==> src/logic/trim_cal_regs.vh <==
// register map, field positions and reset values of the oscillator trim calibrator
// assumes word-aligned axi4-lite access, byte address = 4 * register index
`ifndef TRIM_CAL_REGS_VH
`define TRIM_CAL_REGS_VH

`define AXI_ADDR_W 16
`define REG_IDX_W 14

// register indices
`define IDX_OSC_TRIM 14'h0f9b
`define IDX_CAL_CTRL 14'h0f80
`define IDX_REF_WINDOW 14'h0f81
`define IDX_TMR_EXPECT 14'h0f82
`define IDX_CAP_EXPECT 14'h0f83
`define IDX_THRESHOLD 14'h0f84
`define IDX_TMR_SAMPLE 14'h0f85
`define IDX_CAP_ELAPSED 14'h0f86

// osc_trim_control fields
`define TRIM_LSB 0
`define TRIM_MSB 5
`define PLL_EN_BIT 6
`define LF_SRC_BIT 7
`define TRIM_MIN 6'h00
`define TRIM_MAX 6'h3f

// cal_ctrl fields
`define CTRL_SERIAL_EN 0
`define CTRL_TIMER_EN 1
`define CTRL_CAPTURE_EN 2
`define CTRL_TMR_SEL 3

// reset values
`define RST_OSC_TRIM 8'h00
`define RST_CAL_CTRL 4'h0
`define RST_REF_WINDOW 16'h0001
`define RST_TMR_EXPECT 16'h0000
`define RST_CAP_EXPECT 16'h0000
`define RST_THRESHOLD 16'h0010

// axi responses
`define RESP_OKAY 2'b00
`define RESP_SLVERR 2'b10

`endif

==> src/logic/internal_oscillator_trim_calibrator.v <==
// internal oscillator trim calibrator with axi4-lite register slave
// assumes ref_clk is the internal device clock; reference clock and event are async pins
// Function
// - serial framing error means clock too fast: decrement trim
// - serial data error without framing error means too slow: increment trim
// - timer method: internal and reference counters, both starting from zero
// - reference window event samples internal count, then clears both counters
// - sampled internal count well above expected: decrement trim
// - capture method: free-running internal timer, first event count captured and kept
// - second event captures again; elapsed equals second minus first
// - elapsed count well above expected: decrement trim
// - elapsed count well below expected: increment trim
// - capture timer is one of two selectable internally clocked free-running timers
// - trim does not drive the slow internal oscillator
// - six-bit trim field in low bits of tuning register feeds fast and medium sources
// - trim changes raise no completion status
//
// The implementer's own choice: the AXI4-Lite interface to the registers.
`timescale 1ns/100ps
`include "trim_cal_regs.vh"
module internal_oscillator_trim_calibrator (
  input wire ref_clk,
  input wire srst,
  input wire [`AXI_ADDR_W-1:0] s_axi_awaddr,
  input wire s_axi_awvalid,
  output reg s_axi_awready,
  input wire [31:0] s_axi_wdata,
  input wire [3:0] s_axi_wstrb,
  input wire s_axi_wvalid,
  output reg s_axi_wready,
  output reg [1:0] s_axi_bresp,
  output reg s_axi_bvalid,
  input wire s_axi_bready,
  input wire [`AXI_ADDR_W-1:0] s_axi_araddr,
  input wire s_axi_arvalid,
  output reg s_axi_arready,
  output reg [31:0] s_axi_rdata,
  output reg [1:0] s_axi_rresp,
  output reg s_axi_rvalid,
  input wire s_axi_rready,
  input wire serial_framing_err,
  input wire serial_data_err,
  input wire ref_osc_in,
  input wire ext_event_in,
  output reg [5:0] trim_field,
  output reg pll_enable_bit,
  output reg low_freq_source_select
);
  localparam [1:0] CAP_FIRST = 2'b01;
  localparam [1:0] CAP_SECOND = 2'b10;

  // register state
  reg [7:0] osc_trim_r;
  reg [3:0] cal_ctrl_r;
  reg [15:0] ref_window_r;
  reg [15:0] tmr_expect_r;
  reg [15:0] cap_expect_r;
  reg [15:0] threshold_r;
  reg [15:0] tmr_sample_r;
  reg [15:0] cap_elapsed_r;

  // axi write side holding
  reg aw_hold_r;
  reg w_hold_r;
  reg [`REG_IDX_W-1:0] aw_idx_r;
  reg [31:0] wdata_r;
  reg [3:0] wstrb_r;

  wire aw_take = s_axi_awvalid & s_axi_awready;
  wire w_take = s_axi_wvalid & s_axi_wready;
  wire do_write = aw_hold_r & w_hold_r & ~s_axi_bvalid;
  wire aw_hold_nxt = do_write ? 1'b0 : (aw_hold_r | aw_take);
  wire w_hold_nxt = do_write ? 1'b0 : (w_hold_r | w_take);
  wire bvalid_nxt = do_write ? 1'b1 : (s_axi_bvalid & ~s_axi_bready);
  wire ar_take = s_axi_arvalid & s_axi_arready;
  wire rvalid_nxt = ar_take ? 1'b1 : (s_axi_rvalid & ~s_axi_rready);
  wire [`REG_IDX_W-1:0] ar_idx = s_axi_araddr[`AXI_ADDR_W-1:2];

  wire wr_trim = do_write & (aw_idx_r == `IDX_OSC_TRIM) & wstrb_r[0];
  wire wr_ctrl = do_write & (aw_idx_r == `IDX_CAL_CTRL);
  wire wr_win = do_write & (aw_idx_r == `IDX_REF_WINDOW);
  wire wr_texp = do_write & (aw_idx_r == `IDX_TMR_EXPECT);
  wire wr_cexp = do_write & (aw_idx_r == `IDX_CAP_EXPECT);
  wire wr_thr = do_write & (aw_idx_r == `IDX_THRESHOLD);

  reg wr_mapped;
  always @* begin
    if (aw_idx_r == `IDX_OSC_TRIM) begin
      wr_mapped = 1'b1;
    end else if (aw_idx_r == `IDX_CAL_CTRL) begin
      wr_mapped = 1'b1;
    end else if (aw_idx_r == `IDX_REF_WINDOW) begin
      wr_mapped = 1'b1;
    end else if (aw_idx_r == `IDX_TMR_EXPECT) begin
      wr_mapped = 1'b1;
    end else if (aw_idx_r == `IDX_CAP_EXPECT) begin
      wr_mapped = 1'b1;
    end else if (aw_idx_r == `IDX_THRESHOLD) begin
      wr_mapped = 1'b1;
    end else if (aw_idx_r == `IDX_TMR_SAMPLE) begin
      wr_mapped = 1'b1;
    end else if (aw_idx_r == `IDX_CAP_ELAPSED) begin
      wr_mapped = 1'b1;
    end else begin
      wr_mapped = 1'b0;
    end
  end

  // axi write channels
  always @(posedge ref_clk) begin
    if (srst) begin
      aw_hold_r <= 1'b0;
      w_hold_r <= 1'b0;
      aw_idx_r <= {`REG_IDX_W{1'b0}};
      wdata_r <= 32'h00000000;
      wstrb_r <= 4'h0;
      s_axi_awready <= 1'b0;
      s_axi_wready <= 1'b0;
      s_axi_bvalid <= 1'b0;
      s_axi_bresp <= `RESP_OKAY;
    end else begin
      aw_hold_r <= aw_hold_nxt;
      w_hold_r <= w_hold_nxt;
      s_axi_bvalid <= bvalid_nxt;
      s_axi_awready <= ~aw_hold_nxt & ~bvalid_nxt;
      s_axi_wready <= ~w_hold_nxt & ~bvalid_nxt;
      if (aw_take) begin
        aw_idx_r <= s_axi_awaddr[`AXI_ADDR_W-1:2];
      end
      if (w_take) begin
        wdata_r <= s_axi_wdata;
        wstrb_r <= s_axi_wstrb;
      end
      if (do_write) begin
        s_axi_bresp <= wr_mapped ? `RESP_OKAY : `RESP_SLVERR;
      end
    end
  end

  // read decode
  reg [31:0] rd_data;
  reg rd_mapped;
  always @* begin
    rd_data = 32'h00000000;
    rd_mapped = 1'b1;
    if (ar_idx == `IDX_OSC_TRIM) begin
      rd_data = {24'h000000, osc_trim_r};
    end else if (ar_idx == `IDX_CAL_CTRL) begin
      rd_data = {28'h0000000, cal_ctrl_r};
    end else if (ar_idx == `IDX_REF_WINDOW) begin
      rd_data = {16'h0000, ref_window_r};
    end else if (ar_idx == `IDX_TMR_EXPECT) begin
      rd_data = {16'h0000, tmr_expect_r};
    end else if (ar_idx == `IDX_CAP_EXPECT) begin
      rd_data = {16'h0000, cap_expect_r};
    end else if (ar_idx == `IDX_THRESHOLD) begin
      rd_data = {16'h0000, threshold_r};
    end else if (ar_idx == `IDX_TMR_SAMPLE) begin
      rd_data = {16'h0000, tmr_sample_r};
    end else if (ar_idx == `IDX_CAP_ELAPSED) begin
      rd_data = {16'h0000, cap_elapsed_r};
    end else begin
      rd_mapped = 1'b0;
    end
  end

  // axi read channels
  always @(posedge ref_clk) begin
    if (srst) begin
      s_axi_arready <= 1'b0;
      s_axi_rvalid <= 1'b0;
      s_axi_rdata <= 32'h00000000;
      s_axi_rresp <= `RESP_OKAY;
    end else begin
      s_axi_rvalid <= rvalid_nxt;
      s_axi_arready <= ~rvalid_nxt;
      if (ar_take) begin
        s_axi_rdata <= rd_data;
        s_axi_rresp <= rd_mapped ? `RESP_OKAY : `RESP_SLVERR;
      end
    end
  end

  // config registers
  always @(posedge ref_clk) begin
    if (srst) begin
      cal_ctrl_r <= `RST_CAL_CTRL;
      ref_window_r <= `RST_REF_WINDOW;
      tmr_expect_r <= `RST_TMR_EXPECT;
      cap_expect_r <= `RST_CAP_EXPECT;
      threshold_r <= `RST_THRESHOLD;
    end else begin
      if (wr_ctrl & wstrb_r[0]) begin
        cal_ctrl_r <= wdata_r[3:0];
      end
      if (wr_win & wstrb_r[0]) begin
        ref_window_r[7:0] <= wdata_r[7:0];
      end
      if (wr_win & wstrb_r[1]) begin
        ref_window_r[15:8] <= wdata_r[15:8];
      end
      if (wr_texp & wstrb_r[0]) begin
        tmr_expect_r[7:0] <= wdata_r[7:0];
      end
      if (wr_texp & wstrb_r[1]) begin
        tmr_expect_r[15:8] <= wdata_r[15:8];
      end
      if (wr_cexp & wstrb_r[0]) begin
        cap_expect_r[7:0] <= wdata_r[7:0];
      end
      if (wr_cexp & wstrb_r[1]) begin
        cap_expect_r[15:8] <= wdata_r[15:8];
      end
      if (wr_thr & wstrb_r[0]) begin
        threshold_r[7:0] <= wdata_r[7:0];
      end
      if (wr_thr & wstrb_r[1]) begin
        threshold_r[15:8] <= wdata_r[15:8];
      end
    end
  end

  // pin synchronisers: bit0 reference clock, bit1 external event
  wire [1:0] pin_raw = {ext_event_in, ref_osc_in};
  wire [1:0] pin_lvl;
  reg [1:0] pin_prev_r;
  genvar gi;
  generate
    for (gi = 0; gi < 2; gi = gi + 1) begin : g_sync
      pin_filter_sync u_sync (
        .ref_clk(ref_clk),
        .srst(srst),
        .pin_in(pin_raw[gi]),
        .level_r(pin_lvl[gi])
      );
    end
  endgenerate
  wire [1:0] pin_rise = pin_lvl & ~pin_prev_r;

  // timer comparison method
  reg [15:0] int_cnt_r;
  reg [15:0] ref_cnt_r;
  wire timer_en = cal_ctrl_r[`CTRL_TIMER_EN];
  wire ref_window_done = timer_en & pin_rise[0] & (ref_cnt_r + 16'h0001 >= ref_window_r);
  wire [16:0] tmr_hi_lim = {1'b0, tmr_expect_r} + {1'b0, threshold_r};
  wire [16:0] tmr_lo_val = {1'b0, int_cnt_r} + {1'b0, threshold_r};
  wire tmr_dec = ref_window_done & ({1'b0, int_cnt_r} > tmr_hi_lim);
  wire tmr_inc = ref_window_done & (tmr_lo_val < {1'b0, tmr_expect_r});

  always @(posedge ref_clk) begin
    if (srst) begin
      pin_prev_r <= 2'b00;
      int_cnt_r <= 16'h0000;
      ref_cnt_r <= 16'h0000;
      tmr_sample_r <= 16'h0000;
    end else begin
      pin_prev_r <= pin_lvl;
      if (!timer_en) begin
        int_cnt_r <= 16'h0000;
        ref_cnt_r <= 16'h0000;
      end else if (ref_window_done) begin
        tmr_sample_r <= int_cnt_r;
        int_cnt_r <= 16'h0000;
        ref_cnt_r <= 16'h0000;
      end else begin
        if (int_cnt_r != 16'hffff) begin
          int_cnt_r <= int_cnt_r + 16'h0001;
        end
        if (pin_rise[0]) begin
          ref_cnt_r <= ref_cnt_r + 16'h0001;
        end
      end
    end
  end

  // capture method: two free-running internal timers
  reg [15:0] cap_tmr_a_r;
  reg [15:0] cap_tmr_b_r;
  reg [15:0] first_cap_r;
  reg [1:0] cap_state_r;
  wire cap_en = cal_ctrl_r[`CTRL_CAPTURE_EN];
  wire [15:0] cap_tmr = cal_ctrl_r[`CTRL_TMR_SEL] ? cap_tmr_b_r : cap_tmr_a_r;
  wire cap_event = cap_en & pin_rise[1];
  wire [15:0] elapsed = cap_tmr - first_cap_r;
  wire cap_done = cap_event & (cap_state_r == CAP_SECOND);
  wire [16:0] cap_hi_lim = {1'b0, cap_expect_r} + {1'b0, threshold_r};
  wire [16:0] cap_lo_val = {1'b0, elapsed} + {1'b0, threshold_r};
  wire cap_dec = cap_done & ({1'b0, elapsed} > cap_hi_lim);
  wire cap_inc = cap_done & (cap_lo_val < {1'b0, cap_expect_r});

  always @(posedge ref_clk) begin
    if (srst) begin
      cap_tmr_a_r <= 16'h0000;
      cap_tmr_b_r <= 16'h0000;
      first_cap_r <= 16'h0000;
      cap_elapsed_r <= 16'h0000;
      cap_state_r <= CAP_FIRST;
    end else begin
      cap_tmr_a_r <= cap_tmr_a_r + 16'h0001;
      cap_tmr_b_r <= cap_tmr_b_r + 16'h0001;
      if (!cap_en) begin
        cap_state_r <= CAP_FIRST;
      end else if (cap_event) begin
        case (cap_state_r)
          CAP_FIRST: begin
            first_cap_r <= cap_tmr;
            cap_state_r <= CAP_SECOND;
          end
          CAP_SECOND: begin
            cap_elapsed_r <= elapsed;
            cap_state_r <= CAP_FIRST;
          end
          default: begin
            cap_state_r <= CAP_FIRST;
          end
        endcase
      end
    end
  end

  // serial error classes
  wire ser_en = cal_ctrl_r[`CTRL_SERIAL_EN];
  wire ser_dec = ser_en & serial_framing_err;
  wire ser_inc = ser_en & serial_data_err & ~serial_framing_err;

  // trim adjust: opposing requests in one cycle cancel
  wire any_dec = ser_dec | tmr_dec | cap_dec;
  wire any_inc = ser_inc | tmr_inc | cap_inc;
  wire [5:0] trim_now = osc_trim_r[`TRIM_MSB:`TRIM_LSB];
  reg [5:0] trim_nxt;
  always @* begin
    trim_nxt = trim_now;
    if (any_dec & ~any_inc & (trim_now != `TRIM_MIN)) begin
      trim_nxt = trim_now - 6'h01;
    end else if (any_inc & ~any_dec & (trim_now != `TRIM_MAX)) begin
      trim_nxt = trim_now + 6'h01;
    end
  end

  // tuning register; software write overrides a same-cycle adjust
  always @(posedge ref_clk) begin
    if (srst) begin
      osc_trim_r <= `RST_OSC_TRIM;
    end else if (wr_trim) begin
      osc_trim_r <= wdata_r[7:0];
    end else begin
      osc_trim_r[`TRIM_MSB:`TRIM_LSB] <= trim_nxt;
    end
  end

  // oscillator controls; trim goes to fast and medium sources only
  always @(posedge ref_clk) begin
    if (srst) begin
      trim_field <= 6'h00;
      pll_enable_bit <= 1'b0;
      low_freq_source_select <= 1'b0;
    end else begin
      trim_field <= osc_trim_r[`TRIM_MSB:`TRIM_LSB];
      pll_enable_bit <= osc_trim_r[`PLL_EN_BIT];
      low_freq_source_select <= osc_trim_r[`LF_SRC_BIT];
    end
  end
endmodule // internal_oscillator_trim_calibrator

==> src/logic/pin_filter_sync.v <==
// three-flop input synchroniser with agreement filter
// assumes an asynchronous input and one clock ref_clk
`timescale 1ns/100ps
module pin_filter_sync (
  input wire ref_clk,
  input wire srst,
  input wire pin_in,
  output reg level_r
);
  reg s1_r;
  reg s2_r;
  reg s3_r;

  // level changes only once second and third stage agree
  always @(posedge ref_clk) begin
    if (srst) begin
      s1_r <= 1'b0;
      s2_r <= 1'b0;
      s3_r <= 1'b0;
      level_r <= 1'b0;
    end else begin
      s1_r <= pin_in;
      s2_r <= s1_r;
      s3_r <= s2_r;
      if (s2_r == s3_r) begin
        level_r <= s2_r;
      end
    end
  end
endmodule // pin_filter_sync

==> config.mk <==
export PLATFORM = sky130hd
export DESIGN_NAME = internal_oscillator_trim_calibrator
export DESIGN_NICKNAME = d
export VERILOG_FILES = /design/src/logic/internal_oscillator_trim_calibrator.v /design/src/logic/pin_filter_sync.v
export VERILOG_INCLUDE_DIRS = /design/src /design/src/logic
export SDC_FILE = /design/constraint.sdc
export NUM_CORES = 1
export LEC_CHECK = 0
export BUFFER_PORTS_ARGS = -buffer_cell sky130_fd_sc_hd__buf_2
export CAP_MARGIN = 0
export CORE_MARGIN = 1.5
export CORE_UTILIZATION = 45
export CTS_BUF_LIST = sky130_fd_sc_hd__clkbuf_2 sky130_fd_sc_hd__clkbuf_4 sky130_fd_sc_hd__clkbuf_8
export DETAILED_ROUTE_END_ITERATION = 10
export GPL_ROUTABILITY_DRIVEN = 0
export PLACE_DENSITY = 0.71
export SYNTH_ARGS = -nofsm -noshare
export SYNTH_HDL_FRONTEND = slang
export SYNTH_HIERARCHICAL = 1
export SYNTH_SLANG_ARGS = --single-unit
==> constraint.sdc <==
create_clock -name ref_clk -period 21.3 [get_ports ref_clk]
set_input_delay 4.26 -clock ref_clk [delete_from_list [all_inputs] [get_ports ref_clk]]
set_output_delay 4.26 -clock ref_clk [all_outputs]
set_load 0.02 [all_outputs]
-- Yosys cells after proc, flatten, opt, wreduce, memory -nomap -nowiden
Index checks and enable logic that the tools add are counted.
- bits in registers: 283
- output and inout bits: 49
- add/sub/neg operators: 11
- $lt $le $gt $ge: 5
- equal/unequal tests: 22
- multiplexer cells: 35
- bitwise operators: 60
- reductions and logical operators: 7
- operator list (cell ; number):
    $eq 14x12->1 const B ; 16
    $mux 16 ; 9
    $add 16x16->17 ; 4
    $add 16x1->16 const B ; 4
    $and 1x1->1 ; 40
    $gt 16x17->1 ; 2
    $lt 17x16->1 ; 2
    $mux 1 ; 20
    $mux 6 ; 3
    $ge 16x16->1 ; 1
    $ne 16x16->1 const B ; 1
    $sub 16x16->16 ; 1
    $not 1->1 ; 12
    $add 6x1->6 const B ; 1
    $mux 2 ; 3
    $ne 6x6->1 const B ; 1
    $or 1x1->1 ; 6
    $reduce_and 3->1 ; 2
    $reduce_bool 6->1 ; 1
    $sub 6x1->6 const B ; 1
    $reduce_bool 3->1 ; 1
    $reduce_or 3->1 ; 1
    $and 2x2->2 ; 1
    $eq 1x1->1 ; 2
    other kinds (5) ; 5

-- Longest topological paths before layout
Gate-level depths: netlist of run 1.
- word-level depth: 13
- mapped depth: 39
- depth with buffers taken out: 37

-- Modules after synthesis
The synthesis of run 1 kept the hierarchy.
- by module, submodules not included (module ; times used ; cells each ; area an instance (µm²) ; sequential area each (µm²)):
    internal_oscillator_trim_calibrator ; 1 ; 1936 ; 16176.8 ; 5144.9
    pin_filter_sync ; 2 ; 10 ; 112.6 ; 80.1

-- Worst setup path before layout of run 1
No wires, ideal clock.
- path kind: register to register
- from: reg cal_ctrl_r[3]
- to: reg osc_trim_r[5]
- data arrival time: 7.396 ns
- data required time: 21.237 ns
- slack: 13.841 ns
- cell stages (with the launch flop): 38
- period minus slack after synthesis: 7.459 ns
- path through: dfxtp_1 clkbuf_1 clkbuf_1 mux2i_1 ha_1 inv_1 fa_1 a21o_1 a21oi_1 nor2b_1 nor4_1 o31ai_1 xor2_1 ha_1 and3_1 a21oi_1 o21ai_0 o41ai_1 [... 2 more ...] xnor2_1 ha_1 nand3_1 nor2_1 a221o_1 nor4_1 and3_1 a21oi_1 nand3_2 inv_2 ha_1 a21o_1 a21oi_1 o21bai_1 a21oi_1 nor4_1 or4b_1 nand3_1
- cells in the longest elaborated chain, start to end: 11
- elaborated cells on any way between the ends: 18
- classes of those cells: add/sub: 2; order compare: 2; mux: 3; bitwise: 10; reduce/logical: 1
- RTL lines (item ; line ; RTL):
    from (decl) ; internal_oscillator_trim_calibrator.v:54 ; reg [3:0] cal_ctrl_r;
    from (signal assigned) ; internal_oscillator_trim_calibrator.v:187 ; cal_ctrl_r <= `RST_CAL_CTRL;
    from (signal assigned) ; internal_oscillator_trim_calibrator.v:194 ; cal_ctrl_r <= wdata_r[3:0];
    $mux 16 (*) ; internal_oscillator_trim_calibrator.v:282 ; wire [15:0] cap_tmr = cal_ctrl_r[`CTRL_TMR_SEL] ? cap_tmr_b_r : cap_tmr_a_r;
    $sub 16x16->16 (*) ; internal_oscillator_trim_calibrator.v:284 ; wire [15:0] elapsed = cap_tmr - first_cap_r;
    named net elapsed[8] ; internal_oscillator_trim_calibrator.v:284 ;
    $add 16x16->17 ; internal_oscillator_trim_calibrator.v:287 ; wire [16:0] cap_lo_val = {1'b0, elapsed} + {1'b0, threshold_r};
    $lt 17x16->1 ; internal_oscillator_trim_calibrator.v:289 ; wire cap_inc = cap_done & (cap_lo_val < {1'b0, cap_expect_r});
    $and 1x1->1 ; internal_oscillator_trim_calibrator.v:289 ;
    $or 1x1->1 ; internal_oscillator_trim_calibrator.v:328 ; wire any_inc = ser_inc | tmr_inc | cap_inc;
    $not 1->1 ; internal_oscillator_trim_calibrator.v:333 ; if (any_dec & ~any_inc & (trim_now != `TRIM_MIN)) begin
    $and 1x1->1 (2 in a row) ; internal_oscillator_trim_calibrator.v:333 ;
    $mux 6 ; internal_oscillator_trim_calibrator.v:333 ;
    $mux 6 ; internal_oscillator_trim_calibrator.v:344 ; end else if (wr_trim) begin
    to (signal assigned) ; internal_oscillator_trim_calibrator.v:343 ; osc_trim_r <= `RST_OSC_TRIM;
    to (signal assigned) ; internal_oscillator_trim_calibrator.v:345 ; osc_trim_r <= wdata_r[7:0];
    to (signal, indexed assignment) ; internal_oscillator_trim_calibrator.v:347 ; osc_trim_r[`TRIM_MSB:`TRIM_LSB] <= trim_nxt;
    to (decl) ; internal_oscillator_trim_calibrator.v:53 ; reg [7:0] osc_trim_r;
Mark *: on every way through the listed nets, which the timed path passes. The rest lies on a longest branch.
A chain may end at the register's enable or synchronous reset.

-- Worst setup path after layout of run 1
Same ends and word-level chain as after synthesis.

==> results of run 1 <==
-- sequential cells by signal, summed over array words and instances, names as in the netlist, 4 cells and up --
signal,count
aw_idx_r,14
cal_ctrl_r,4
cap_elapsed_r,16
cap_expect_r,16
cap_tmr_a_r,16
cap_tmr_b_r,16
first_cap_r,16
int_cnt_r,16
osc_trim_r,8
ref_cnt_r,16
ref_window_r,16
s_axi_rdata,16
threshold_r,16
tmr_expect_r,16
tmr_sample_r,16
trim_field,6
wdata_r,16
-- worst register-to-register path: cells and delay by family, from the launching register on --
| kind | cells | cell delay [ps] |
|---|---|---|
| compound gates | 14 | 3410 |
| mux | 1 | 410 |
| flops | 1 | 930 |
| buf+inv | 2 | 270 |
| fa+ha+maj | 5 | 1560 |
| xor+xnor | 2 | 380 |
| simple gates | 11 | 2180 |
-- routing by layer --
layer | part of all wire, % | routed length [um] | track usage, % | up-vias
li1 | - | - | - | 7024
met1 | 46 | 19400 | 29.9 | 6563
met2 | 44 | 18500 | 35.2 | 486
met3 | 7.7 | 3280 | 3.86 | 86
met4 | 2.8 | 1200 | 7.44 | 0
met5 | 0 | 0 | 0 | -
-- cells in the mapped netlist, types with 25 or more instances --
cell and number:
a21oi_1 121, and3_1 25, clkbuf_1 64, dfxtp_1 265, ha_1 168, inv_1 98, mux2i_1 108, nand2_1 188
nand3_1 67, nand4_1 31, nor2_1 254, nor2b_1 36, nor3_1 30, o21ai_0 54, xnor2_1 61, xor2_1 71
-- stage by stage --
step | hold slack, ps | power (W) | std cells | setup slack, ps
floorplan | 414 | 0.000587 | 1973 | 13840
global placement | 425 | 0.000609 | 2442 | 12510
detailed placement | 431 | 0.000612 | 2442 | 12250
CTS | 446 | 0.00112 | 2524 | 12180
global route | 462 | 0.00116 | 2524 | 11450
finish | 438 | 0.00111 | 2525 | 12100
-- report_power, final --
part	total (W)	internal, W	leakage (nW)	switching [W]
registers	0.000510	0.000502	2.14	0.00000752
clock network	0.000512	0.000295	0.529	0.000217
logic	0.0000930	0.0000363	4.65	0.0000566
total	0.00111	0.000834	7.32	0.000281
-- layout make-up --
type	count	area [um2]
fill	3426	17600
clock inverter	12	146
sequential	265	5310
tap	461	577
antenna	1	2.50
inverter	99	372
clock buffer	70	863
multi-input combinational	1521	10400
timing repair buffer	96	509
-- worst max path at each step --
stage,slack (ps),cells after the start,to,from
after global placement,12510,35,osc_trim_r[5],cal_ctrl_r[3]
after floorplan,13840,37,osc_trim_r[5],cal_ctrl_r[3]
after global routing,11450,35,osc_trim_r[5],cal_ctrl_r[3]
final,12100,35,osc_trim_r[5],cal_ctrl_r[3]
after detailed placement,12250,35,osc_trim_r[5],cal_ctrl_r[3]
after CTS,12180,35,osc_trim_r[5],cal_ctrl_r[3]
-- logic make-up after synthesis --
logic type | after synthesis
compound gates | 355
xor+xnor | 132
fa+ha+maj | 174
buf+inv | 187
flops | 265
mux | 128
other cells | 1
simple gates | 714
==> run metrics, run 1 <==
r2r setup slk=12100 ps; worst hold path endpoint=g_sync[0].u_sync/s2_r; yosys warns=6; Buf/Inv on CP=2; clock latency reported for the late side of the worst-skew pair=600 ps; Iter 0 DRT Violations=1159; total clock sinks=265; largest net degree at the start of global routing=102; Seq cells post-synth=265; Slew Viols, Final=0; cts repair resizes=0; layout cells sized above 1=10.7%; antenna violations before repair=0; ys flop type=dfxtp_1; core area=35700 um2; RR Endpoint=osc_trim_r[5]; Tcrit/Tclk final=43.2%; main combinational cell family by area after synthesis=simple AND/OR/NAND/NOR gates; CP delay by family, top=compound AO/OA/AOI/OAI gates; CTS buffer count=46; outcome=finished, violations left; post-CTS setup buffers=0; top cell type's share of synthesized area=32.3%; Starting Density=45.9%; Rows=69; FF-to-FF Start=cal_ctrl_r[3]; post-synthesis xor/xnor area fraction=7.05%; failing checks=design-rule violations; DR pass1 iterations=9; PwrDens=61.4 nW/um2; Worst Tran Pin Value=1260 ps; gr usage total=22.0%; Hold Vio Cnt, Final=0; CTS Root Cell=clkbuf_8; EDFF count, synth=0; Routed WL per cell=16.8 um; Final Skew=39.8 ps; Compound-Gate Fraction of Synth Area=14.3%; Distinct cells, synth=72; CTS H-tree depth=2; RSZ-0062 raised after global routing=no; Critical Path AT=9730 ps; cell area after layout=18200 um2; critical path class=flop to flop; biggest area consumer among synthesized cells=dfxtp_1; crit end category=flop; cell mode on critical path=a21oi_1; fin crit period=9200 ps; Reg2Reg Depth=35; Congestion Overflow GR=0; DP HPWL=32000 um; die height=194 um; Static Leakage=7.32 nW; Final Core Density=50.8%; hold depth=1; Worst slew margin=15.3%; CP max stage delay=930 ps; Syn Inst Count=1956; Ports=128; Post-Synth Adder-Cell Area=13.5%; CTS max path bufs=3; Worst VDD drop=0.0523 mV; commonest non-fill, non-tap cell in the layout=dfxtp_1; hold buffer count at cts=0; ys async rst share=0%; global-route wire length before repair=67400 um; drt drc=8; synthesized area per cell=8.39 um2; Post-Route WL=42400 um; clk slew on worst S/H paths=60 ps; Die X=194 um; setup TNS=0 ps; CTS tree=done; Startpoint Class=flop; DR vias/cell=5.61; simple-gate share of the synthesized area=20.1%; synthesized area=16400 um2; Hold Path Class=flop to flop; port buffer count=87; Max Fclk=0.109 GHz; worst hold start=g_sync[0].u_sync/s1_r; total die area=37600 um2; crit-path max FO=19; Area contributors post-synth=dfxtp_1 (32%), ha_1 (13%), mux2i_1 (6.6%), nor2_1 (5.8%), nand2_1 (4.3%); Final setup viols=0; commonest cells after routing, fill and taps aside=dfxtp_1 (265), nor2_1 (253), nand2_1 (188); Crit-path slowest cell=dfxtp_1; Max-Cap Viols=0; Routed Antenna Nets=0; Seq/Total Area, Yosys=32.3%; multiplexer area fraction after synthesis=7.96%; Req. time, crit path=21830 ps; number of global-route vias before repair=13000; Post-DP Area=17200 um2; Layout area overhead=10.8%; Final #Nets=2282; vias=14200
Note: power is estimated with default switching activity, not from simulation.
==> run 2: changes to the inputs <==
ABC_AREA = 1   (was default)
clock period = 9.5 ns   (was 21.3 ns; I/O delays follow)
==> run metrics, run 2 <==
outcome=completed; commonest non-fill, non-tap cell in the layout=nand2_1; port buffer count=87 (unchanged); Switching Share=26.1% (+0.89 points); Worst Setup SP=cal_ctrl_r[3]; crit end category=flop; Layout area overhead=10.4%; CP max stage delay=1080 ps (+150 ps); Combinational Power Share=8.5% (+0.2 points); Reg2Reg Depth=45 (+29%); clock latency reported for the late side of the worst-skew pair=620 ps (+20 ps); RR Endpoint=osc_trim_r[5]; Hold Path Class=flop to flop; fill count=3718 (+8.5%); CTS Root Cell=clkbuf_8; Commonest cells post-synth=nand2_1 (342), inv_1 (338), a21oi_1 (313), dfxtp_1 (265), o21ai_0 (235); synthesized area=17100 um2 (+4.1%); vias=15800 (+12%); Req. time, crit path=10010 ps (-11820 ps); Area contributors post-synth=dfxtp_1 (31%), ha_1 (12%), a21oi_1 (9.2%), nand2_1 (7.5%), inv_1 (7.4%); number of global-route vias before repair=15100 (+16%); sequential share of power=46.0% (+0.3 points); CTS buffer count=46 (unchanged); synthesized area per cell=7.26 um2 (-13%); EDFF count, synth=0 (unchanged); Routed WL per cell=15.7 um (-6.3%); CTS tree=done; die height=198 um (+2.0%); Max Fclk=0.134 GHz (+24%); Post-DP Area=17800 um2 (+3.9%); Rows=71 (+2.9%); ys async rst share=0% (unchanged); Int Pwr=0.00183 W (+120%); Slew Viols, Final=0 (unchanged); Iter 0 DRT Violations=1111 (-4.1%); Worst Tran Pin Value=1160 ps (-102 ps); Hold Vio Cnt, Final=0 (unchanged); crit-path max FO=33 (+14); Seq/Total Area, Yosys=31.1% (-1.3 points); gr usage total=23.9% (+1.9 points); core area=37500 um2 (+4.9%); Multi-input gate area=10100 um2 (-3.3%); Die X=198 um (+2.0%); Final Skew=45.6 ps (+5.75 ps); post-CTS setup buffers=0 (unchanged); Max-Cap Viols=0 (unchanged); Congestion Overflow GR=0 (unchanged); clk slew on worst S/H paths=60 ps (about the same); Clock Power Share=45.4% (-0.5 points); Startpoint Class=flop; hold buffer count at cts=0 (unchanged); Ports=128 (unchanged); CTS H-tree depth=2 (unchanged); CTS max path bufs=3 (unchanged); cell area after layout=18800 um2 (+3.7%); Worst slew margin=22.3% (+7.0 points); cts repair resizes=0 (unchanged); total die area=39100 um2 (+4.0%); Crit-path slowest cell=dfxtp_1; ys flop type=dfxtp_1; worst hold start=g_sync[0].u_sync/s1_r; Final #Nets=2679 (+17%); end point of the critical path=osc_trim_r[5]; Distinct cells, synth=62 (-14%); drt drc=0 (-8); Post-Route WL=46800 um (+10%); layout cells sized above 1=11.1% (+0.38 points); Syn Inst Count=2351 (+20%); Final setup viols=0 (unchanged); total clock sinks=265 (unchanged); fin crit period=7440 ps (-1770 ps); DR pass1 iterations=6 (-3); Sw Pwr=0.000646 W (+130%); Routed Antenna Nets=0 (unchanged); Worst VDD drop=0.0956 mV (+83%); critical path class=flop to flop; # diodes=0 (-1); top cell type's share of synthesized area=31.1% (-1.3 points); sequential cell area=5310 um2 (unchanged); PwrDens=132 nW/um2 (+110%); largest net degree at the start of global routing=103 (+0.98%); Seq cells post-synth=265 (unchanged); count leader, synth=nand2_1; Starting Density=45.5% (-0.37 points); cell mode on critical path=nand2_1; yosys warns=6 (unchanged); antenna violations before repair=0 (unchanged); DR vias/cell=5.32 (-5.1%); biggest area consumer among synthesized cells=dfxtp_1; Static Leakage=8.31 nW (+14%); setup TNS=0 ps (unchanged); Tcrit/Tclk final=78.3% (+35 points); global-route wire length before repair=75200 um (+12%); commonest cells after routing, fill and taps aside=nand2_1 (342), inv_1 (338), a21oi_1 (313); RSZ-0062 raised after global routing=no; Final Core Density=50.2% (-0.59 points); r2r setup slk=2060 ps (-10030 ps); DP HPWL=35800 um (+12%); Critical Path AT=7940 ps (-1790 ps); FF-to-FF Start=cal_ctrl_r[3]
run 2: per-stage QoR:
| step | cells | worst slack [ps] | power, W | hold WS, ps |
|---|---|---|---|---|
| finish | 2973 | 2060 | 0.00248 | 410 |
| global route | 2973 | 1210 | 0.00258 | 423 |
| CTS | 2973 | 2100 | 0.00251 | 415 |
| detailed placement | 2889 | 2130 | 0.00138 | 409 |
| global placement | 2889 | 2330 | 0.00137 | 389 |
| floorplan | 2368 | 3660 | 0.00132 | 388 |
run 2: how the worst min path moves through the flow:
stage | end | slack [ps] | cells past startpoint
after floorplan | g_sync[0].u_sync/s2_r | 390 | 2
after global placement | g_sync[0].u_sync/s2_r | 390 | 2
after detailed placement | g_sync[0].u_sync/s2_r | 410 | 2
after CTS | g_sync[0].u_sync/s2_r | 410 | 2
after global routing | g_sync[0].u_sync/s2_r | 420 | 2
final | g_sync[0].u_sync/s2_r | 410 | 2
run 2: kinds of logic after synthesis:
logic type,synth area share (%)
AND/OR/NAND/NOR,19.7
AO/OA/AOI/OAI,21.0
buffers and inverters,10.4
flip-flops,31.1
adder cells (fa/ha/maj),13.0
XOR/XNOR,4.72
other,0.0220
multiplexers,0.0587
run 2: final cells by class:
| class | instances | share of cell area (%) |
|---|---|---|
| Multi-Input combinational cell | 1659 | 53.4 |
| Tap cell | 511 | 3.39 |
| Clock inverter | 6 | 0.266 |
| Inverter | 363 | 7.27 |
| Timing Repair Buffer | 91 | 2.47 |
| Sequential cell | 265 | 28.2 |
| Clock buffer | 78 | 5.07 |
run 2: power groups by stage:
stage               clock network, W  registers [W]  logic [W]
finish                       0.00113        0.00114   0.000212
global route                 0.00120        0.00114   0.000241
CTS                          0.00115        0.00114   0.000211
detailed placement                 0        0.00117   0.000210
global placement                   0        0.00116   0.000205
floorplan                          0        0.00117   0.000152
run 2: critical path: cells and delay by family (launching register included):
family	cells	cell delay (ps)
xor gates and xnor gates	3	530
muxes	1	340
adders and majority gates	5	1510
buffers and inverters	5	330
AOI/OAI and AO/OA	8	1140
and+or+nand+nor	23	2370
DFF	1	1080
run 2: per-layer routing:
metal / global-route usage [%] / vias to the layer above / share of wire, %
met3: 4.05 / 122 / 6.2
met2: 39.1 / 465 / 45
met1: 30.5 / 7224 / 44
li1: - / 8006 / -
met5: 0 / - / 0
met4: 11.5 / 0 / 4.4
